===== src/hw/swb_params.svh =====
`ifndef SWB_PARAMS_SVH
`define SWB_PARAMS_SVH

// Command codes of the two byte commands.
`define SWB_CMD_WRITE_BYTE 8'ha5
`define SWB_CMD_READ_BYTE  8'h96

// Clock period in picoseconds (40 MHz).
`define SWB_CLK_PS 25000

// Latest start of line activity after the triggering SCL edge.
`define SWB_T_START_MAX_PS 262500
`define SWB_START_MAX_CYC ((`SWB_T_START_MAX_PS) / (`SWB_CLK_PS))

// Slot timing in nanoseconds, standard and overdrive speed.
`define SWB_T_SLOT_STD_NS 65000
`define SWB_T_SLOT_OD_NS  10000
`define SWB_T_LOW1_STD_NS 8000
`define SWB_T_LOW1_OD_NS  1000
`define SWB_T_LOW0_STD_NS 60000
`define SWB_T_LOW0_OD_NS  7500
`define SWB_T_MSR_STD_NS  14000
`define SWB_T_MSR_OD_NS   2000
`define SWB_T_ACTIVE_PU_NS 2000

// Nanoseconds to cycles, rounded up (least times).
`define SWB_NS2CYC(ns) ((((ns) * 1000) + (`SWB_CLK_PS) - 1) / (`SWB_CLK_PS))

// Slot engine counts.
`define SWB_BITS_PER_BYTE 8
`define SWB_LAST_BIT      3'h7

`endif


===== src/hw/swb_pkg.sv =====
package swb_pkg;

  // Command decoder states.
  typedef enum logic [1:0] {
    SWB_IDLE,
    SWB_WAIT_DATA,
    SWB_WAIT_ACK,
    SWB_DISCARD
  } swb_cmd_state_e;

  typedef logic [15:0] swb_cnt_t;

endpackage


===== src/hw/swb_byte_xfer.sv =====
`timescale 1ns/1ps
`default_nettype none
`include "swb_params.svh"

// Small FIFO with a registered output stage.
module swb_fifo #(
  parameter int WIDTH = 8,
  parameter int DEPTH = 16
) (
  // Clock and reset.
  input  wire logic             clk_in,
  input  wire logic             reset_n_in,
  // Fill side.
  input  wire logic             in_valid_in,
  input  wire logic [WIDTH-1:0] in_data_in,
  output logic                  in_ready_out,
  // Drain side.
  output logic                  out_valid_out,
  output logic [WIDTH-1:0]      out_data_out,
  input  wire logic             out_ready_in
);
  localparam int AW = $clog2(DEPTH);

  logic [WIDTH-1:0] mem_r [DEPTH];
  logic [AW-1:0]    wr_ptr_r;
  logic [AW-1:0]    rd_ptr_r;
  logic [AW:0]      count_r;
  logic             push;
  logic             pop;

  // Memory pops whenever the output stage is free or being drained.
  // The output stage counts toward capacity, so at most DEPTH words are held.
  assign in_ready_out = ((count_r + (AW+1)'(out_valid_out)) < (AW+1)'(DEPTH));
  assign push         = in_valid_in && in_ready_out;
  assign pop          = (count_r != '0) && (!out_valid_out || out_ready_in);

  // Storage array and pointers.
  always_ff @(posedge clk_in or negedge reset_n_in) begin
    if (!reset_n_in) begin
      wr_ptr_r <= '0;
      rd_ptr_r <= '0;
      count_r  <= '0;
    end else begin
      if (push) begin
        wr_ptr_r <= wr_ptr_r + 1'b1;
      end
      if (pop) begin
        rd_ptr_r <= rd_ptr_r + 1'b1;
      end
      count_r <= count_r + (AW+1)'(push) - (AW+1)'(pop);
    end
  end

  // Array write, no reset needed.
  always_ff @(posedge clk_in) begin
    if (push) begin
      mem_r[wr_ptr_r] <= in_data_in;
    end
  end

  // Output stage.
  always_ff @(posedge clk_in or negedge reset_n_in) begin
    if (!reset_n_in) begin
      out_valid_out <= 1'b0;
      out_data_out  <= '0;
    end else if (pop) begin
      out_valid_out <= 1'b1;
      out_data_out  <= mem_r[rd_ptr_r];
    end else if (out_ready_in) begin
      out_valid_out <= 1'b0;
    end
  end
endmodule

// Byte write and byte read engine of the single-wire bridge.
module swb_byte_xfer #(
  parameter int FIFO_DEPTH = 16
) (
  // Clock and reset.
  input  wire logic       core_clk_in,
  input  wire logic       reset_n_in,
  // Events from the host-side byte receiver.
  input  wire logic       code_valid_in,
  input  wire logic [7:0] code_in,
  input  wire logic       data_valid_in,
  input  wire logic [7:0] data_in,
  input  wire logic       ack_fall_in,
  output logic            cmd_ack_out,
  output logic            rptr_status_out,
  // Configuration.
  input  wire logic       overdrive_speed_select_in,
  input  wire logic       strong_pullup_enable_in,
  input  wire logic       active_pullup_enable_in,
  // Status and read data.
  output logic            line_busy_flag_out,
  output logic [7:0]      read_data_out,
  output logic            rdq_valid_out,
  output logic [7:0]      rdq_data_out,
  input  wire logic       rdq_ready_in,
  // Single-wire line, driven low while the enable is high.
  input  wire logic       line_in,
  output logic            line_out,
  output logic            line_oe_out,
  output logic            active_pullup_out,
  output logic            strong_pullup_out
);
  localparam swb_pkg::swb_cnt_t ACTIVE_PU_CYC = 16'(`SWB_NS2CYC(`SWB_T_ACTIVE_PU_NS));

  swb_pkg::swb_cmd_state_e st_r;
  logic       go_r;
  logic       go_rd_r;
  logic [7:0] go_data_r;
  logic       is_rd_r;
  logic       od_r;
  logic       strong_en_r;
  logic       active_en_r;
  logic [7:0] sh_r;
  logic [2:0] bit_r;
  logic       samp_r;
  logic       push_r;
  logic       q_ready;
  swb_pkg::swb_cnt_t cyc_r;
  swb_pkg::swb_cnt_t active_cnt_r;
  swb_pkg::swb_cnt_t cyc_nxt;
  logic       busy_nxt;
  logic [7:0] sh_nxt;
  logic [2:0] bit_nxt;
  logic       od_nxt;
  logic       rd_nxt;
  logic       slot_end;

  // Slot period for the selected speed.
  function automatic swb_pkg::swb_cnt_t slot_cyc(input logic od);
    slot_cyc = od ? 16'(`SWB_NS2CYC(`SWB_T_SLOT_OD_NS)) : 16'(`SWB_NS2CYC(`SWB_T_SLOT_STD_NS));
  endfunction

  // Low time of a slot for the bit value and speed.
  function automatic swb_pkg::swb_cnt_t low_cyc(input logic od, input logic one);
    if (one) begin
      low_cyc = od ? 16'(`SWB_NS2CYC(`SWB_T_LOW1_OD_NS)) : 16'(`SWB_NS2CYC(`SWB_T_LOW1_STD_NS));
    end else begin
      low_cyc = od ? 16'(`SWB_NS2CYC(`SWB_T_LOW0_OD_NS)) : 16'(`SWB_NS2CYC(`SWB_T_LOW0_STD_NS));
    end
  endfunction

  // Sample point of a read slot.
  function automatic swb_pkg::swb_cnt_t msr_cyc(input logic od);
    msr_cyc = od ? 16'(`SWB_NS2CYC(`SWB_T_MSR_OD_NS)) : 16'(`SWB_NS2CYC(`SWB_T_MSR_STD_NS));
  endfunction

  // Command decoder: acceptance, refusal and start requests.
  always_ff @(posedge core_clk_in or negedge reset_n_in) begin
    if (!reset_n_in) begin
      st_r            <= swb_pkg::SWB_IDLE;
      cmd_ack_out     <= 1'b0;
      rptr_status_out <= 1'b0;
      go_r            <= 1'b0;
      go_rd_r         <= 1'b0;
      go_data_r       <= '0;
    end else begin
      go_r            <= 1'b0;
      rptr_status_out <= 1'b0;
      unique case (st_r)
        swb_pkg::SWB_IDLE: begin
          if (code_valid_in) begin
            if (code_in == `SWB_CMD_WRITE_BYTE) begin
              cmd_ack_out <= !line_busy_flag_out;
              st_r <= line_busy_flag_out ? swb_pkg::SWB_DISCARD : swb_pkg::SWB_WAIT_DATA;
            end else if (code_in == `SWB_CMD_READ_BYTE && !line_busy_flag_out && q_ready) begin
              cmd_ack_out     <= 1'b1;
              rptr_status_out <= 1'b1;
              st_r            <= swb_pkg::SWB_WAIT_ACK;
            end else begin
              cmd_ack_out <= 1'b0;
            end
          end
        end
        swb_pkg::SWB_WAIT_DATA: begin
          if (data_valid_in) begin
            cmd_ack_out     <= 1'b1;
            rptr_status_out <= 1'b1;
            go_r            <= 1'b1;
            go_rd_r         <= 1'b0;
            go_data_r       <= data_in;
            st_r            <= swb_pkg::SWB_IDLE;
          end
        end
        swb_pkg::SWB_WAIT_ACK: begin
          if (ack_fall_in) begin
            go_r    <= 1'b1;
            go_rd_r <= 1'b1;
            st_r    <= swb_pkg::SWB_IDLE;
          end
        end
        swb_pkg::SWB_DISCARD: begin
          if (data_valid_in) begin
            cmd_ack_out <= 1'b0;
            st_r        <= swb_pkg::SWB_IDLE;
          end
        end
      endcase
    end
  end

  // Next-state values of the slot engine.
  always_comb begin
    slot_end = line_busy_flag_out && (cyc_r == slot_cyc(od_r) - 16'h1);
    busy_nxt = line_busy_flag_out;
    cyc_nxt  = cyc_r + 16'h1;
    sh_nxt   = sh_r;
    bit_nxt  = bit_r;
    od_nxt   = od_r;
    rd_nxt   = is_rd_r;
    if (go_r) begin
      busy_nxt = 1'b1;
      cyc_nxt  = '0;
      bit_nxt  = '0;
      sh_nxt   = go_rd_r ? 8'hff : go_data_r;
      od_nxt   = overdrive_speed_select_in;
      rd_nxt   = go_rd_r;
    end else if (slot_end) begin
      cyc_nxt = '0;
      bit_nxt = bit_r + 3'h1;
      sh_nxt  = {is_rd_r ? samp_r : 1'b1, sh_r[7:1]};
      if (bit_r == `SWB_LAST_BIT) begin
        busy_nxt = 1'b0;
      end
    end else if (!line_busy_flag_out) begin
      cyc_nxt = cyc_r;
    end
  end

  // Slot engine state.
  always_ff @(posedge core_clk_in or negedge reset_n_in) begin
    if (!reset_n_in) begin
      line_busy_flag_out <= 1'b0;
      cyc_r              <= '0;
      bit_r              <= '0;
      sh_r               <= '0;
      od_r               <= 1'b0;
      is_rd_r            <= 1'b0;
      strong_en_r        <= 1'b0;
      active_en_r        <= 1'b0;
    end else begin
      line_busy_flag_out <= busy_nxt;
      cyc_r              <= cyc_nxt;
      bit_r              <= bit_nxt;
      sh_r               <= sh_nxt;
      od_r               <= od_nxt;
      is_rd_r            <= rd_nxt;
      if (go_r) begin
        strong_en_r <= strong_pullup_enable_in && !go_rd_r;
        active_en_r <= active_pullup_enable_in;
      end
    end
  end

  // Line drive: low for the bit's low time at the start of each slot.
  always_ff @(posedge core_clk_in or negedge reset_n_in) begin
    if (!reset_n_in) begin
      line_oe_out <= 1'b0;
      line_out    <= 1'b0;
    end else begin
      line_out    <= 1'b0;
      line_oe_out <= busy_nxt && (cyc_nxt < low_cyc(od_nxt, rd_nxt | sh_nxt[0]));
    end
  end

  // Line sample at the read sample point.
  always_ff @(posedge core_clk_in or negedge reset_n_in) begin
    if (!reset_n_in) begin
      samp_r <= 1'b0;
    end else if (line_busy_flag_out && cyc_r == msr_cyc(od_r)) begin
      samp_r <= line_in;
    end
  end

  // Active pullup pulse after each release of the line.
  always_ff @(posedge core_clk_in or negedge reset_n_in) begin
    if (!reset_n_in) begin
      active_cnt_r      <= '0;
      active_pullup_out <= 1'b0;
    end else begin
      if (line_oe_out && !(busy_nxt && (cyc_nxt < low_cyc(od_nxt, rd_nxt | sh_nxt[0]))) && active_en_r) begin
        active_cnt_r      <= ACTIVE_PU_CYC;
        active_pullup_out <= 1'b1;
      end else if (active_cnt_r > 16'h1) begin
        active_cnt_r <= active_cnt_r - 16'h1;
      end else begin
        active_cnt_r      <= '0;
        active_pullup_out <= 1'b0;
      end
    end
  end

  // Strong pullup held after a byte write until the next start or disable.
  always_ff @(posedge core_clk_in or negedge reset_n_in) begin
    if (!reset_n_in) begin
      strong_pullup_out <= 1'b0;
    end else if (go_r || !strong_pullup_enable_in) begin
      strong_pullup_out <= 1'b0;
    end else if (slot_end && bit_r == `SWB_LAST_BIT && strong_en_r) begin
      strong_pullup_out <= 1'b1;
    end
  end

  // Read result into the read data register and the FIFO.
  always_ff @(posedge core_clk_in or negedge reset_n_in) begin
    if (!reset_n_in) begin
      read_data_out <= '0;
      push_r        <= 1'b0;
    end else begin
      push_r <= 1'b0;
      if (slot_end && bit_r == `SWB_LAST_BIT && is_rd_r) begin
        read_data_out <= sh_nxt;
        push_r        <= 1'b1;
      end
    end
  end

  swb_fifo #(
    .WIDTH (8),
    .DEPTH (FIFO_DEPTH)
  ) u_rdq (
    .clk_in        (core_clk_in),
    .reset_n_in    (reset_n_in),
    .in_valid_in   (push_r),
    .in_data_in    (read_data_out),
    .in_ready_out  (q_ready),
    .out_valid_out (rdq_valid_out),
    .out_data_out  (rdq_data_out),
    .out_ready_in  (rdq_ready_in)
  );

  // Helper: length of each busy period and of each slot's low time.
  swb_pkg::swb_cnt_t busy_len_r;
  swb_pkg::swb_cnt_t low_len_r;
  always_ff @(posedge core_clk_in or negedge reset_n_in) begin
    if (!reset_n_in) begin
      busy_len_r <= '0;
      low_len_r  <= '0;
    end else begin
      busy_len_r <= line_busy_flag_out ? busy_len_r + 16'h1 : '0;
      low_len_r  <= line_oe_out ? low_len_r + 16'h1 : '0;
    end
  end
endmodule

`default_nettype wire


===== config.mk =====
export PLATFORM = sky130hd
export DESIGN_NAME = swb_byte_xfer
export DESIGN_NICKNAME = d
export VERILOG_FILES = /design/src/hw/swb_pkg.sv /design/src/hw/swb_byte_xfer.sv
export VERILOG_INCLUDE_DIRS = /design/src /design/src/hw
export SDC_FILE = /design/constraint.sdc
export NUM_CORES = 1
export LEC_CHECK = 0
export ABC_AREA = 1
export BUFFER_PORTS_ARGS = -buffer_cell sky130_fd_sc_hd__buf_4
export CAP_MARGIN = 10
export CORE_MARGIN = 2
export CORE_UTILIZATION = 40
export DETAILED_ROUTE_END_ITERATION = 16
export GPL_TIMING_DRIVEN = 0
export PLACE_DENSITY_LB_ADDON = 0.1
export SLEW_MARGIN = 10
export SYNTH_ARGS = -nofsm -noshare
export SYNTH_HDL_FRONTEND = slang
export SYNTH_HIERARCHICAL = 1
export SYNTH_SLANG_ARGS = --single-unit

===== constraint.sdc =====
create_clock -name core_clk_in -period 2.65 [get_ports core_clk_in]
set_clock_uncertainty 0.15 [all_clocks]
set_input_delay 0.265 -clock core_clk_in [delete_from_list [all_inputs] [get_ports core_clk_in]]
set_output_delay 0.265 -clock core_clk_in [all_outputs]
set_load 0.05 [all_outputs]

## Yosys cells after proc, flatten, opt, wreduce, memory -nomap -nowiden

Memories as Yosys holds them, arrays and structs flattened. A register that Yosys moved wholly into a read port is not among the register bits.
Cells that the tools add are included.

| word-level totals | value |
|---|---|
| flip-flop bits (word level) | 89 |
| bits in latches | 0 |
| RAM bits | 128 |
| bits in read-only memories | 0 |
| bits of input ports | 26 |
| output and inout port bits | 24 |
| word-level logic and storage cells | 138 |
| memories kept | 1 |

| cells by class | value |
|---|---|
| $add $sub $neg | 9 |
| multiply operators | 0 |
| divide/modulo/power cells | 0 |
| order comparisons | 3 |
| equal/unequal tests | 15 |
| shift-type cells | 0 |
| multiplexer cells | 51 |
| bitwise gates (word level) | 1 |
| reduce and logical (&&, ||, !) cells | 33 |

Memory list:

| name | words | width | read ports | clocked after Yosys merged registers in | wr ports | RTL line | text |
|---|---|---|---|---|---|---|---|
| u_rdq.mem_r | 16 | 8 | 1 | 1 | 1 | swb_byte_xfer.sv:24 | `logic [WIDTH-1:0] mem_r [DEPTH];` |

Operators by type and width:

| operator | number |
|---|---|
| $mux W16 | 5 |
| $mux W12 | 3 |
| $mux W1 | 25 |
| $mux W8 | 3 |
| $add A16 B1 Y16 const B | 1 |
| $eq A16 B10 Y1 | 1 |
| $eq A16 B16 Y1 | 1 |
| $eq A8 B8 Y1 const B | 2 |
| $gt A16 B1 Y1 const B | 1 |
| $lt A16 B16 Y1 | 1 |
| $sub A16 B1 Y16 const B | 1 |
| $logic_and A1 B1 Y1 | 13 |
| $sub A12 B1 Y13 const B | 1 |
| $mux W2 | 6 |
| $add A5 B1 Y5 | 2 |
| $mux W10 | 1 |
| $ne A2 B2 Y1 const B | 5 |
| $mux W9 | 1 |
| $add A4 B1 Y4 const B | 2 |
| $reduce_and A4 Y1 | 2 |
| $reduce_bool A2 Y1 | 4 |
| $logic_not A1 Y1 | 6 |
| $mux W3 | 2 |
| $pmux W1 S2 | 3 |
| other kinds (18) | 20 |

## Logic depth before layout (Yosys ltp)

Gate-level depths: netlist of run 1.

| logic depth | value |
|---|---|
| word-level depth | 14 |
| gate-level depth with buffers | 23 |
| gate-level depth less buffers | 22 |

## Modules after synthesis

Netlist of run 1, hierarchy kept.

By module, submodules not included:

| module | times used | cells an instance | area an instance (um^2) | sequential area each (um^2) |
|---|---|---|---|---|
| swb_fifo | 1 | 657 | 6665.1 | 4394.2 |
| swb_byte_xfer | 1 | 504 | 4224.1 | 1876.8 |

## Worst setup path after synthesis of run 1

OpenSTA, ideal clock, no wires.

| path | value |
|---|---|
| path type | reg-to-reg |
| from | reg line_busy_flag_out |
| to | reg active_cnt_r[10] |
| library setup time | 0.076 ns |
| arrival time | 2.495 ns |
| data required time | 2.424 ns |
| path slack | -0.070 ns |
| cell stages (with the launch flop) | 15 |
| buffers on the path | 2 |
| period minus slack after synthesis | 2.720 ns |
| cell sequence | dfrtp_1 > buf_4 > nand2_2 > nor3_4 > nand3_2 > nor3_2 > xor2_1 > nor2_1 > ha_1 > nand2_1 > nand3_1 > nor2_2 > nand2_4 > buf_6 > a21oi_2 |

| on the way | value |
|---|---|
| elaborated cells on any way between the ends | 17 |
| those cells by class | 1 x order compare; 10 x mux; 1 x bitwise; 5 x reduce/logical |

RTL lines:

| item | RTL line | text |
|---|---|---|
| start, declared | swb_byte_xfer.sv:95 | `output logic line_busy_flag_out,` |
| start signal, assigned | swb_byte_xfer.sv:245 | `line_busy_flag_out <= busy_nxt;` |
| $mux W16 / $logic_and A1 B1 Y1 (equally long branches) | swb_byte_xfer.sv:228, swb_byte_xfer.sv:207 |  |
| $mux W16 (*) | swb_byte_xfer.sv:221 | `end else if (slot_end) begin` |
| $mux W16 (*) | swb_byte_xfer.sv:214 | `if (go_r) begin` |
| named net cyc_nxt[11] | swb_byte_xfer.sv:124 | `swb_pkg::swb_cnt_t cyc_nxt;` |
| $lt A16 B16 Y1 (*) | swb_byte_xfer.sv:284 | `if (line_oe_out && !(busy_nxt && (cyc_nxt < low_cyc(od_nxt, rd_nxt \| sh_nxt[0]))) && active_en_r) begin` |
| $logic_and A1 B1 Y1 (*) | swb_byte_xfer.sv:284 |  |
| $logic_not A1 Y1 (*) | swb_byte_xfer.sv:284 |  |
| $logic_and A1 B1 Y1 (*) (2 in series) | swb_byte_xfer.sv:284 |  |
| $mux W16 (*) | swb_byte_xfer.sv:284 |  |
| end signal, assigned | swb_byte_xfer.sv:288 | `active_cnt_r <= active_cnt_r - 16'h1;` |
| end, declared | swb_byte_xfer.sv:123 | `swb_pkg::swb_cnt_t active_cnt_r;` |

Mark *: on every way through the listed nets, which the timed path passes. The rest lies on a longest branch.
A chain may end at the register's enable or synchronous reset.

## Worst setup path in the final report of run 1

| path | value |
|---|---|
| from | reg cyc_r[3] |
| to | reg active_cnt_r[3] |

| on the way | value |
|---|---|
| cells in the longest elaborated chain, start to end | 12 |
| elaborated cells on any way between the ends | 18 |
| those cells by class | 1 x add/sub; 1 x order compare; 1 x eq/ne; 9 x mux; 1 x bitwise; 5 x reduce/logical |

RTL lines:

| item | RTL line | text |
|---|---|---|
| start, declared | swb_byte_xfer.sv:122 | `swb_pkg::swb_cnt_t cyc_r;` |
| start signal, assigned | swb_byte_xfer.sv:246 | `cyc_r <= cyc_nxt;` |
| $eq A16 B16 Y1 | swb_byte_xfer.sv:207 | `slot_end = line_busy_flag_out && (cyc_r == slot_cyc(od_r) - 16'h1);` |
| $logic_and A1 B1 Y1 | swb_byte_xfer.sv:207 |  |
| $mux W8 | swb_byte_xfer.sv:221 |  |
| $mux W8 | swb_byte_xfer.sv:214 |  |
| named net sh_nxt[0] | swb_byte_xfer.sv:126 | `logic [7:0] sh_nxt;` |
| $or A1 B1 Y1 | swb_byte_xfer.sv:284 |  |
| $mux W12 | swb_byte_xfer.sv:139 | `if (one) begin` |
| $lt A16 B16 Y1 | swb_byte_xfer.sv:284 |  |
| $logic_and A1 B1 Y1 | swb_byte_xfer.sv:284 |  |
| $logic_not A1 Y1 | swb_byte_xfer.sv:284 |  |
| $logic_and A1 B1 Y1 (2 in series) | swb_byte_xfer.sv:284 |  |
| $mux W16 | swb_byte_xfer.sv:284 |  |

The timed path passes the listed nets, and every way through them passes these cells.

==> impl_results.md, run 1 <==
- Outcome: complete, but fails checks
- Violated checks: setup timing
- Core area: ~27000 µm²
- R2R Path End: active_cnt_r[3]
- Post-layout util: 0.487
- CP max stage cell: dfrtp_1
- Setup violators final: 18
- Register Area: between 6000 and 7000 µm²
- CTS tree: built
- R2R Path Start: cyc_r[3]
- Worst-path cell chain: inv_4, nand2_1, a22oi_2, nand4_1, nand3_2, nand2_4, nor2_4, inv_2, nand2_2, inv_2, ha_4, inv_2, o21bai_1, a21oi_1, nand2_1, nand2_2, nand2_4, buf_6, a21oi_2
- Max incr delay on CP: 450 ps
- Pwr Total: 13200 µW
- Grt ovf: 0
- Share of the synthesized area in the top cell type: 0.353
- DIE AREA: approximately 29000 µm²
- Hold Path Class: input pin to flop
- Post-layout min period: ~2800 ps
- Boundary pin count: 50
- FF-to-FF path depth: 19
- Setup TNS: -2470 ps
- Post-Synthesis Cells: 1161
- Placed cell areas: ~12000 µm²
- Measured slew at the worst slew-check pin: 961 ps
- Slew headroom: 0.354
- Antenna diode count: 0
- Multi-input logic area: 3800 µm²
- Final std cell area, no fill: 13100 µm²
- FILL cells: between 2000 and 3000
- Critical Path End: active_cnt_r[3]
- Die Ht: around 170 µm
- Vias per cell: 4.85
- Pwr dens: 1010 nW/µm²
- CP required: 2880 ps
- Vias in the first global route: 7645
- Placement Setup Slack: -523 ps
- VDD IR max: 0.000554 V
- WP data arrival: 3040 ps
- Post-Route WL: 26800 µm
- Clock Path Buffers: 3
- Critical Path End Type: flop
- Dpl hpwl: 18000 µm
- Cell area after synthesis: ~11000 µm²
- Largest net degree at the start of global routing: 98
- Final Hold Vio Count: 0
- Primary FF master, synth: edfxtp_1
- Root buffer selected by CTS: clkbuf_16
- Port Buffers: between 40 and 50
- Post-synth EDFFs: about 130
- Sequential element share of the synthesized area: 0.576
- Clk Latency, worst-skew pair: 520 ps
- # DRC: 0
- Most numerous cell in the Yosys netlist: nand2_1
- Crit Path Max Fanout: 7
- All-Layer GR Usage: 0.191
- CP dominant cell by count: inv_2
- DR pass1 iterations: 5
- Critical Path Start: cyc_r[3]
- Reg clk slew, reported paths: 60 ps
- Top cells by area, synth: edfxtp_1 (35%), dfrtp_1 (22%), nand2_1 (11%), nand3_1 (6.0%), inv_1 (6.0%)
- Antenna Nets Post-Route: 0
- Htree depth: 1
- Highest clock rate: 356 MHz
- Final period util: 1.06
- Post-synthesis area per instance: 9.38 µm²
- Detailed-route wire length per cell: 16.4 µm
- Number of CTS-inserted buffers: 27
- Slew Viols, Final: 0
- Starting Density: 0.405
- Leakage power: 0.00606 µW
- Number of warnings issued by yosys: 6
- Layout net count: 1330
- Max_cap viols: 0
- Detailed Route Iter0 Violations: roughly 450
- Setup CP Type: flop to flop
- Most frequent cells after synthesis: nand2_1 (323), inv_1 (173), nand3_1 (130)
- Die width: 169 µm
- Biggest area consumer among synthesized cells: edfxtp_1
- Vias: 7937
- FFs w/ async S/R, synth: 0.431
- Share of layout cells above drive strength 1: 0.185
- Synth-to-Final Area Change: 20.1%
- CTS sink count: between 200 and 250
- Netlist cell types: 50
- FF+latch count, synth: 225
- Unrepaired setup endpoints after global routing: yes
- GP Congestion: between 0.8 and 0.9
- First-pass GRT wire length: 42300 µm
- Row count: 60
- R2R setup slack: -160 ps
- Startpoint types: flop
- Setup ws final: -162 ps
- Syn Nets: 1216
- Initial antenna violation count: 0
where the power goes:
| group | switching [µW] | leakage [µW] | internal, µW |
|---|---|---|---|
| combinational | 3260 | 0.00305 | 1870 |
| clock | 1440 | 0.000414 | 2140 |
| sequential | 331 | 0.00260 | 4110 |
| total | 5030 | 0.00606 | 8120 |
metrics by stage:
step	hold slack, ps	cells
floorplan	-181	1161
global placement	317	1550
detailed placement	272	1550
CTS	49.1	1628
global route	104	1636
finish	79.0	1636
repair_timing:
action | CTS | global route
hold endpoints to repair | 114 | 0
gates cloned | 1 | 0
gates resized for setup | 33 | 33
pin swaps | 12 | 20
buffers inserted | 8 | 8
endpoints found under the setup margin | 96 | 69
hold buffers | 20 | 0
layout by cell type, fill, tap and decap left out, types with 13 or more instances in the layout:
cell / instances
edfxtp_1: 128
nand3_1: 125
o21ai_0: 27
a21oi_1: 13
clkbuf_16: 27
buf_4: 71
inv_2: 20
ha_1: 24
nor2_1: 47
nand2_1: 314
xor2_1: 26
dlygate4sd3_1: 20
buf_2: 17
dfrtp_1: 92
inv_1: 164
critical path, delay by kind of cell (launching register included):
family / cells / cell delay [ps]
adder cells (fa/ha/maj): 1 / 260
AND/OR/NAND/NOR: 9 / 880
buffers and inverters: 5 / 410
AO/OA/AOI/OAI: 4 / 510
flip-flops: 1 / 450
how the worst min path moves through the flow:
stage | start | end | slack, ps | depth (start not counted)
6_report | code_in[1] | st_r[1] | 80 | 5
5_1_grt | overdrive_speed_select_in | od_r | 100 | 4
4_1_cts | code_in[1] | st_r[1] | 50 | 5
3_5_place_dp | reset_n_in | u_rdq/out_data_out[7] | 270 | 1
3_3_place_gp | bit_r[1] | bit_r[1] | 320 | 2
2_1_floorplan | reset_n_in | active_cnt_r[0] | -180 | 0
routing by layer:
| layer | track usage | part of all wire | wire length (µm) | vias up |
|---|---|---|---|---|
| met4 | 0.0531 | 0.027 | 712 | 0 |
| met2 | 0.328 | 0.48 | 12900 | 147 |
| met1 | 0.255 | 0.46 | 12200 | 3788 |
| met5 | 0 | 0 | 0 | - |
| met3 | 0.0243 | 0.034 | 906 | 45 |
| li1 | - | - | - | 3957 |
logic make-up after synthesis:
kind of cell,synth area share
adders and majority gates,0.0340
and+or+nand+nor,0.226
DFF,0.576
other,0.000344
AOI/OAI and AO/OA,0.0409
muxes,0.00919
xor gates and xnor gates,0.0249
buffers and inverters,0.0884
cell type report:
cell class                 instances  share of cell area
sequential                       225               0.480
multi-input combinational        706               0.291
inverter                         190              0.0553
timing repair buffer              85              0.0547
clock buffer                      29              0.0522
tap                              341              0.0326
buffer                            40              0.0211
clock inverter                    20              0.0132
registers in the layout (all words and copies together) (netlist names), 2 cells and up:
signal,cells
active_cnt_r,16
bit_r,3
cyc_r,16
go_data_r,8
read_data_out,8
sh_r,8
st_r,2
u_rdq/count_r,5
u_rdq/mem_r,128
u_rdq/out_data_out,8
u_rdq/rd_ptr_r,4
u_rdq/wr_ptr_r,4
Note: power is estimated with default switching activity, not from simulation.
==> inputs of run 2 (changes only) <==
--- a/config.mk
+++ b/config.mk
@@ -10,7 +10,7 @@
 export BUFFER_PORTS_ARGS = -buffer_cell sky130_fd_sc_hd__buf_4
 export CAP_MARGIN = 10
 export CORE_MARGIN = 2
-export CORE_UTILIZATION = 40
+export CORE_UTILIZATION = 56
 export DETAILED_ROUTE_END_ITERATION = 16
 export GPL_TIMING_DRIVEN = 0
 export PLACE_DENSITY_LB_ADDON = 0.1
==> run 2 against run 1 <==
  * The flow still finishes with violations (setup timing)
  * Maximum frequency shrank 2.8%
  * Register-to-register slack worse by 80 ps
  * Hold slack worse by 7.5 ps
  * Sequential share of layout area rose by 0.41 points
  * Die area fell by 28%
  * Critical endpoint is now active_cnt_r[7]
  * Largest cell class unchanged
  * Largest power group unchanged
==> impl_results.md, run 2 (same netlist as run 1, synthesis figures left out) <==
- Port Buffers: 48 (unchanged)
- Vias: 8099 (was 7937)
- Largest registers: u_rdq/mem_r (128), active_cnt_r (16), cyc_r (16) (unchanged)
- Measured slew at the worst slew-check pin: 914 ps (was 961 ps)
- Boundary pin count: 50 (unchanged)
- Final Hold Vio Count: 0 (unchanged)
- # DRC: 0 (unchanged)
- Hold path depth: 6 (was 5)
- Htree depth: 1 (unchanged)
- Placed cell areas: 11600 µm² (was 11700 µm²)
- Max incr delay on CP: 440 ps (was 450 ps)
- All-Layer GR Usage: 0.257 (was 0.191)
- Antenna Nets Post-Route: 0 (unchanged)
- Crit Path Max Fanout: 5 (was 7)
- Initial antenna violation count: 0 (unchanged)
- CTS sink count: 225 (unchanged)
- Dpl hpwl: 17000 µm (was 18000 µm)
- Final period util: 1.09 (was 1.06)
- Detailed Route Iter0 Violations: 599 (was 445)
- Placement Setup Slack: -497 ps (was -523 ps)
- Fin cells: 1561 (was 1636)
- Critical Path End Type: flop (unchanged)
- Unrepaired setup endpoints after global routing: yes (unchanged)
- Most common cell after layout, fill and taps aside: nand2_1 (unchanged)
- VDD IR max: 0.000657 V (was 0.000554 V)
- Pwr dens: 1000 nW/µm² (was 1010 nW/µm²)
- Setup ws final: -244 ps (was -162 ps)
- WP data arrival: 3110 ps (was 3040 ps)
- Final std cell area, no fill: 13000 µm² (was 13100 µm²)
- Setup CP Type: flop to flop (unchanged)
- WP depth: 21 (was 19)
- Setup violators final: 18 (unchanged)
- Hold Path Class: input pin to flop (unchanged)
- CP max stage cell: dfrtp_2 (was dfrtp_1)
- Clock Path Buffers: 3 (unchanged)
- Antenna diode count: 0 (unchanged)
- Largest Register: u_rdq/mem_r (unchanged)
- DIE AREA: 20600 µm² (was 28600 µm²)
- Detailed-route wire length per cell: 16.5 µm (was 16.4 µm)
- DR pass1 iterations: 7 (was 5)
- Highest clock rate: 346 MHz (was 356 MHz)
- Largest net degree at the start of global routing: 61 (was 98)
- Die width: 143 µm (was 169 µm)
- CTS tree: built (unchanged)
- Grt ovf: 0 (unchanged)
- CP bufs+invs: 5 (unchanged)
- Post-Route WL: 25800 µm (was 26800 µm)
- Root buffer selected by CTS: clkbuf_16 (unchanged)
- Commonest cells after routing, fill and taps aside: nand2_1 (317), inv_1 (166), edfxtp_1 (128) (was nand2_1 (314), inv_1 (164), edfxtp_1 (128))
- First-pass GRT wire length: 40600 µm (was 42300 µm)
- Vias in the first global route: 7827 (was 7645)
- CP required: 2860 ps (was 2880 ps)
- Core area: 19300 µm² (was 26900 µm²)
- Worst-path cell chain: inv_2, nand2_1, nand2_1, nand3_2, nor2_4, nand4_1, nand3_2, nand2_4, nor2_4, inv_2, nand2_2, inv_2, ha_4, inv_2, o21bai_1, a21oi_1, nand2_1, nand2_2, nand2_4, buf_6, a21oi_2 (was inv_4, nand2_1, a22oi_2, nand4_1, nand3_2, nand2_4, nor2_4, inv_2, nand2_2, inv_2, ha_4, inv_2, o21bai_1, a21oi_1, nand2_1, nand2_2, nand2_4, buf_6, a21oi_2)
- GP Congestion: 0.933 (was 0.869)
- Leakage power: 0.00607 µW (was 0.00606 µW)
- Outcome: complete, but fails checks (unchanged)
- Starting Density: 0.565 (was 0.405)
- Number of CTS-inserted buffers: 24 (was 27)
- Violated checks: setup timing (unchanged)
- Die Ht: 143 µm (was 169 µm)
- Hold WS: 71.4 ps (was 79.0 ps)
- Max_cap viols: 0 (unchanged)
- Synth-to-Final Area Change: 19.1% (was 20.1%)
- Clk Latency, worst-skew pair: 510 ps (was 520 ps)
- Startpoint types: flop (unchanged)
- Placed insts: 1475 (was 1550)
- Slew Viols, Final: 0 (unchanged)
- FF-to-FF path depth: 21 (was 19)
- Vias per cell: 5.19 (was 4.85)
- Layout net count: 1333 (was 1330)
- Slew headroom: 0.388 (was 0.354)
- Max reg flops: 128 (unchanged)
- Post-layout util: 0.673 (was 0.487)
- Post-layout min period: 2890 ps (was 2810 ps)
- Family with the most delay on the worst path: simple AND/OR/NAND/NOR gates (unchanged)
- CP dominant cell by count: inv_2 (unchanged)
- Share of layout cells above drive strength 1: 0.183 (was 0.185)
- Reg clk slew, reported paths: 60 ps (about the same)
- Row count: 51 (was 60)
run 2: through the flow:
step                TNS, ps  power (µW)
global placement      -7030        8990
floorplan                 0        7760
CTS                   -6170       12900
finish                -4020       13000
global route          -6610       13800
detailed placement    -7760        9070
run 2: metal layers:
layer,part of all wire,global-route usage,up-vias
li1,-,-,3968
met1,0.42,0.344,3831
met2,0.49,0.432,240
met3,0.055,0.0283,60
met4,0.036,0.104,0
met5,0,0,-
run 2: layout make-up:
type	count	area, µm²
repair buffers	92	788
flip-flops and latches	225	6280
plain buffers	39	246
clock buffers	37	767
multi-input cells	706	3770
fillers	1566	6300
well taps	265	332
inverters	190	721
clock inverters	7	67.6
run 2: power by group:
part,leakage [µW],internal (µW),switching (µW)
Clock,0.000404,2090,1340
Combinational,0.00307,1860,3260
Sequential,0.00259,4110,341
Total,0.00607,8060,4940
run 2: timing repair:
action                                 CTS  global route
setup endpoints to repair               19           106
hold buffers                            20             0
buffers inserted                         9            13
endpoints found under the hold margin   54             0
pin swaps                               11            19
gates resized for setup                 18            33
cloned                                   1             0
run 2: worst paths after layout:
kind | slack, ps | startpoint | end
min in group asynchronous | 130 | reset_n_in | cyc_r[5]
worst max register to register | -240 | cyc_r[8] | active_cnt_r[7]
worst max-delay path | -240 | cyc_r[8] | active_cnt_r[7]
worst min register to register | 330 | u_rdq/out_data_out[1] | u_rdq/out_data_out[1]
worst min-delay path | 70 | code_in[1] | cmd_ack_out
max in group asynchronous | 1540 | reset_n_in | u_rdq/rd_ptr_r[0]
run 2: worst register-to-register path, cell delays in order (launching register included):
cell      delay (ps)
dfrtp_2          440
inv_2             90
nand2_1          100
nand2_1          110
nand3_2          110
nor2_4           140
nand4_1          110
nand3_2          130
nand2_4           70
nor2_4           130
inv_2             60
nand2_2           60
inv_2             40
ha_4             250
inv_2             30
o21bai_1         110
a21oi_1           80
nand2_1          110
nand2_2           70
nand2_4          130
buf_6            160
a21oi_2           50
==> inputs of run 3 (changes only) <==
--- a/config.mk
+++ b/config.mk
@@ -6,11 +6,10 @@
 export SDC_FILE = /design/constraint.sdc
 export NUM_CORES = 1
 export LEC_CHECK = 0
-export ABC_AREA = 1
 export BUFFER_PORTS_ARGS = -buffer_cell sky130_fd_sc_hd__buf_4
 export CAP_MARGIN = 10
 export CORE_MARGIN = 2
-export CORE_UTILIZATION = 56
+export CORE_UTILIZATION = 55
 export DETAILED_ROUTE_END_ITERATION = 16
 export GPL_TIMING_DRIVEN = 0
 export PLACE_DENSITY_LB_ADDON = 0.1
==> run 3 against run 2 <==
  * The flow still finishes with violations (setup timing)
  * Count of clock-buffer cells in the layout is 4 lower
  * Hold slack worse by 68 ps
  * Critical path depth is 7 lower
  * Total power is 12% lower
  * Highest routed layer unchanged
  * Combinational power is 28% lower
  * Critical endpoint is now active_cnt_r[8]
  * Routed wire length is 15% lower
  * Largest power group is now sequential cells
  * Register-to-register slack worse by 540 ps
==> impl_results.md, run 3 <==
- Synth-to-Final Area Change: 24.4% (was 19.1%)
- First-pass GRT wire length: 34200 µm (was 40600 µm)
- Unrepaired setup endpoints after global routing: yes (unchanged)
- Starting Density: 0.562 (was 0.565)
- Crit Path Max Fanout: 10 (was 5)
- Setup violators final: 21 (was 18)
- # DRC: 0 (unchanged)
- Initial antenna violation count: 0 (unchanged)
- Sw Share: 0.329 (was 0.380)
- Number of CTS-inserted buffers: 24 (unchanged)
- Final period util: 1.30 (was 1.09)
- CTS sink count: 225 (unchanged)
- Post-synthesis area per instance: 14.3 µm² (was 9.38 µm²)
- Grt ovf: 0 (unchanged)
- Most common cell after layout, fill and taps aside: edfxtp_1 (was nand2_1)
- Vias: 6307 (was 8099)
- Reg clk slew, reported paths: 60 ps (about the same)
- R2R Path End: active_cnt_r[8] (was active_cnt_r[7])
- Hold Path Class: input pin to async pin (was input pin to flop)
- Netlist cell types: 76 (was 50)
- Post-synth EDFFs: 128 (unchanged)
- DR pass1 iterations: 5 (was 7)
- Largest Register: u_rdq/mem_r (unchanged)
- CTS tree: built (unchanged)
- Largest net degree at the start of global routing: 98 (was 61)
- FF-to-FF path depth: 14 (was 21)
- Core area: 18000 µm² (was 19300 µm²)
- Largest family of logic cells by synthesized area: multiplexers (was simple AND/OR/NAND/NOR gates)
- Clk Latency, worst-skew pair: 500 ps (was 510 ps)
- FFs w/ async S/R, synth: 0.431 (unchanged)
- Dpl hpwl: 13900 µm (was 17000 µm)
- Biggest area consumer among synthesized cells: edfxtp_1 (unchanged)
- Vias in the first global route: 6448 (was 7827)
- Commonest cells after routing, fill and taps aside: edfxtp_1 (128), dfrtp_1 (87), buf_4 (83) (was nand2_1 (317), inv_1 (166), edfxtp_1 (128))
- Int Pwr: 7630 µW (was 8060 µW)
- Share of layout cells above drive strength 1: 0.300 (was 0.183)
- Top cells by area, synth: edfxtp_1 (38%), dfrtp_1 (24%), mux4_1 (6.3%), ha_1 (3.5%), nor2_1 (2.4%) (was edfxtp_1 (35%), dfrtp_1 (22%), nand2_1 (11%), nand3_1 (6.0%), inv_1 (6.0%))
- Highest clock rate: 291 MHz (was 346 MHz)
- R2R Path Start: cyc_r[11] (was cyc_r[8])
- Syn Nets: 762 (was 1216)
- Clock Path Buffers: 3 (unchanged)
- Outcome: complete, but fails checks (unchanged)
- Synth Area in Simple Gates: 0.104 (was 0.226)
- Sequential element share of the synthesized area: 0.622 (was 0.576)
- Synth Area in XOR/XNOR: 0.0355 (was 0.0249)
- Detailed-route wire length per cell: 20.3 µm (was 16.5 µm)
- Setup TNS: -13450 ps (was -4020 ps)
- Number of warnings issued by yosys: 6 (unchanged)
- Violated checks: setup timing (unchanged)
- VDD IR max: 0.000735 V (was 0.000657 V)
- Critical Path Start: cyc_r[11] (was cyc_r[8])
- Leakage power: 0.00457 µW (was 0.00607 µW)
- Hold WS: 3.88 ps (was 71.4 ps)
- Setup ws final: -786 ps (was -244 ps)
- R2R setup slack: -790 ps (was -240 ps)
- Max reg flops: 128 (unchanged)
- Post-Synthesis Cells: 707 (was 1161)
- DIE AREA: 19400 µm² (was 20600 µm²)
- Most frequent cells after synthesis: edfxtp_1 (128), dfrtp_1 (97), nor2_1 (64) (was nand2_1 (323), inv_1 (173), nand3_1 (130))
- Final std cell area, no fill: 12600 µm² (was 13000 µm²)
- FILL cells: 1200 (was 1566)
- Slew Viols, Final: 0 (unchanged)
- WP data arrival: 3720 ps (was 3110 ps)
- Synth Area in Adders: 0.0367 (was 0.0340)
- Largest registers: u_rdq/mem_r (128), active_cnt_r (16), cyc_r (16) (unchanged)
- Boundary pin count: 50 (unchanged)
- Root buffer selected by CTS: clkbuf_16 (unchanged)
- Htree depth: 1 (unchanged)
- Share of the synthesized area in the top cell type: 0.381 (was 0.353)
- Post-synthesis mux area share: 0.117 (was 0.00919)
- Power share of the clock group: 0.266 (was 0.264)
- Antenna diode count: 0 (unchanged)
- Placement Setup Slack: -999 ps (was -497 ps)
- Die width: 139 µm (was 143 µm)
- Cell area after synthesis: 10100 µm² (was 10900 µm²)
- Post-Route WL: 21900 µm (was 25800 µm)
- Vias per cell: 5.83 (was 5.19)
- Setup CP Type: flop to flop (unchanged)
- Logic pwr share: 0.325 (was 0.393)
- GP Congestion: 0.832 (was 0.933)
- Critical Path End Type: flop (unchanged)
- Post-layout min period: 3440 ps (was 2890 ps)
- Slew headroom: 0.410 (was 0.388)
- Most numerous cell in the Yosys netlist: edfxtp_1 (was nand2_1)
- Final Hold Vio Count: 0 (unchanged)
- All-Layer GR Usage: 0.221 (was 0.257)
- Detailed Route Iter0 Violations: 335 (was 599)
- FF+latch count, synth: 225 (unchanged)
- Measured slew at the worst slew-check pin: 885 ps (was 914 ps)
- Die Ht: 139 µm (was 143 µm)
- Max_cap viols: 0 (unchanged)
- Row count: 49 (was 51)
- Sequential fraction of design power: 0.408 (was 0.343)
- Layout net count: 890 (was 1333)
- Primary FF master, synth: edfxtp_1 (unchanged)
- Placed cell areas: 10800 µm² (was 11600 µm²)
- Compound-cell area share of the yosys netlist: 0.0539 (was 0.0409)
- P_sw: 3750 µW (was 4940 µW)
- Pwr dens: 907 nW/µm² (was 1000 nW/µm²)
- Critical Path End: active_cnt_r[8] (was active_cnt_r[7])
- Startpoint types: flop (unchanged)
- Port Buffers: 48 (unchanged)
- CP required: 2940 ps (was 2860 ps)
- Antenna Nets Post-Route: 0 (unchanged)
## run 3: cell type report
| cell class | instances | area, µm² | share of cell area |
|---|---|---|---|
| Sequential cell | 225 | 6280 | 0.501 |
| Clock buffer | 33 | 656 | 0.0522 |
| Clock inverter | 11 | 62.6 | 0.00498 |
| Tap cell | 229 | 287 | 0.0228 |
| Buffer | 28 | 250 | 0.0199 |
| Inverter | 28 | 108 | 0.00857 |
| Multi-Input combinational cell | 425 | 4020 | 0.320 |
| Timing Repair Buffer | 103 | 890 | 0.0709 |
## run 3: worst min-delay path by stage
stage	startpoint	to	slack [ps]	cells past startpoint
floorplan	reset_n_in	active_cnt_r[0]	-180	0
global placement	active_pullup_out	active_pullup_out	310	1
detailed placement	active_pullup_out	active_pullup_out	320	1
CTS	overdrive_speed_select_in	od_r	50	4
global route	reset_n_in	u_rdq/rd_ptr_r[3]	10	2
finish	reset_n_in	u_rdq/count_r[1]	4	2
## run 3: through the flow
stage / power (µW) / std cells / utilization
finish: 11400 / 1082 / 0.699
CTS: 11000 / 1060 / 0.668
detailed placement: 7670 / 984 / 0.604
floorplan: 6840 / 707 / -
global route: 12000 / 1082 / 0.699
global placement: 7540 / 984 / 0.603
## run 3: metal layers
metal	vias to the layer above	track usage	wire [µm]
met2	151	0.390	11500
met5	-	0	0
met1	3240	0.291	9200
li1	2894	-	-
met3	22	0.0327	941
met4	0	0.0553	248
## run 3: logic make-up (layout without fill, tap and decap cells)
logic type | after synthesis | in the layout
AOI/OAI and AO/OA | 77 | 77
buffers and inverters | 57 | 203
and+or+nand+nor | 212 | 212
DFF | 225 | 225
xor gates and xnor gates | 40 | 40
muxes | 66 | 66
adders and majority gates | 29 | 29
other | 1 | 1
## run 3: critical path: stages (launching register included)
cell and delay, ps:
dfrtp_2 460, and4b_1 320, a32oi_4 100, o31a_1 330
o32a_1 210, nor2_2 170, nor2_1 70, ha_1 330
a21o_1 190, a21oi_2 110, o21ai_1 70, a211o_1 260
a32o_2 310, buf_12 180, nor2_2 100
## run 3: power groups by stage
stage                     sequential [µW]  combinational (µW)  clock (µW)
after floorplan                      4820                2020           0
after global placement               4610                2930           0
after detailed placement             4640                3030           0
after CTS                            4590                3290        3100
after global routing                 4710                3990        3270
final                                4650                3700        3030
## run 3: repair_timing
action	4_1_cts	5_1_grt
gates cloned	0	1
setup buffers	15	21
pin swaps	18	37
hold endpoints to repair	113	0
resized for setup	46	72
hold buffers	17	0
setup endpoints to repair	141	147
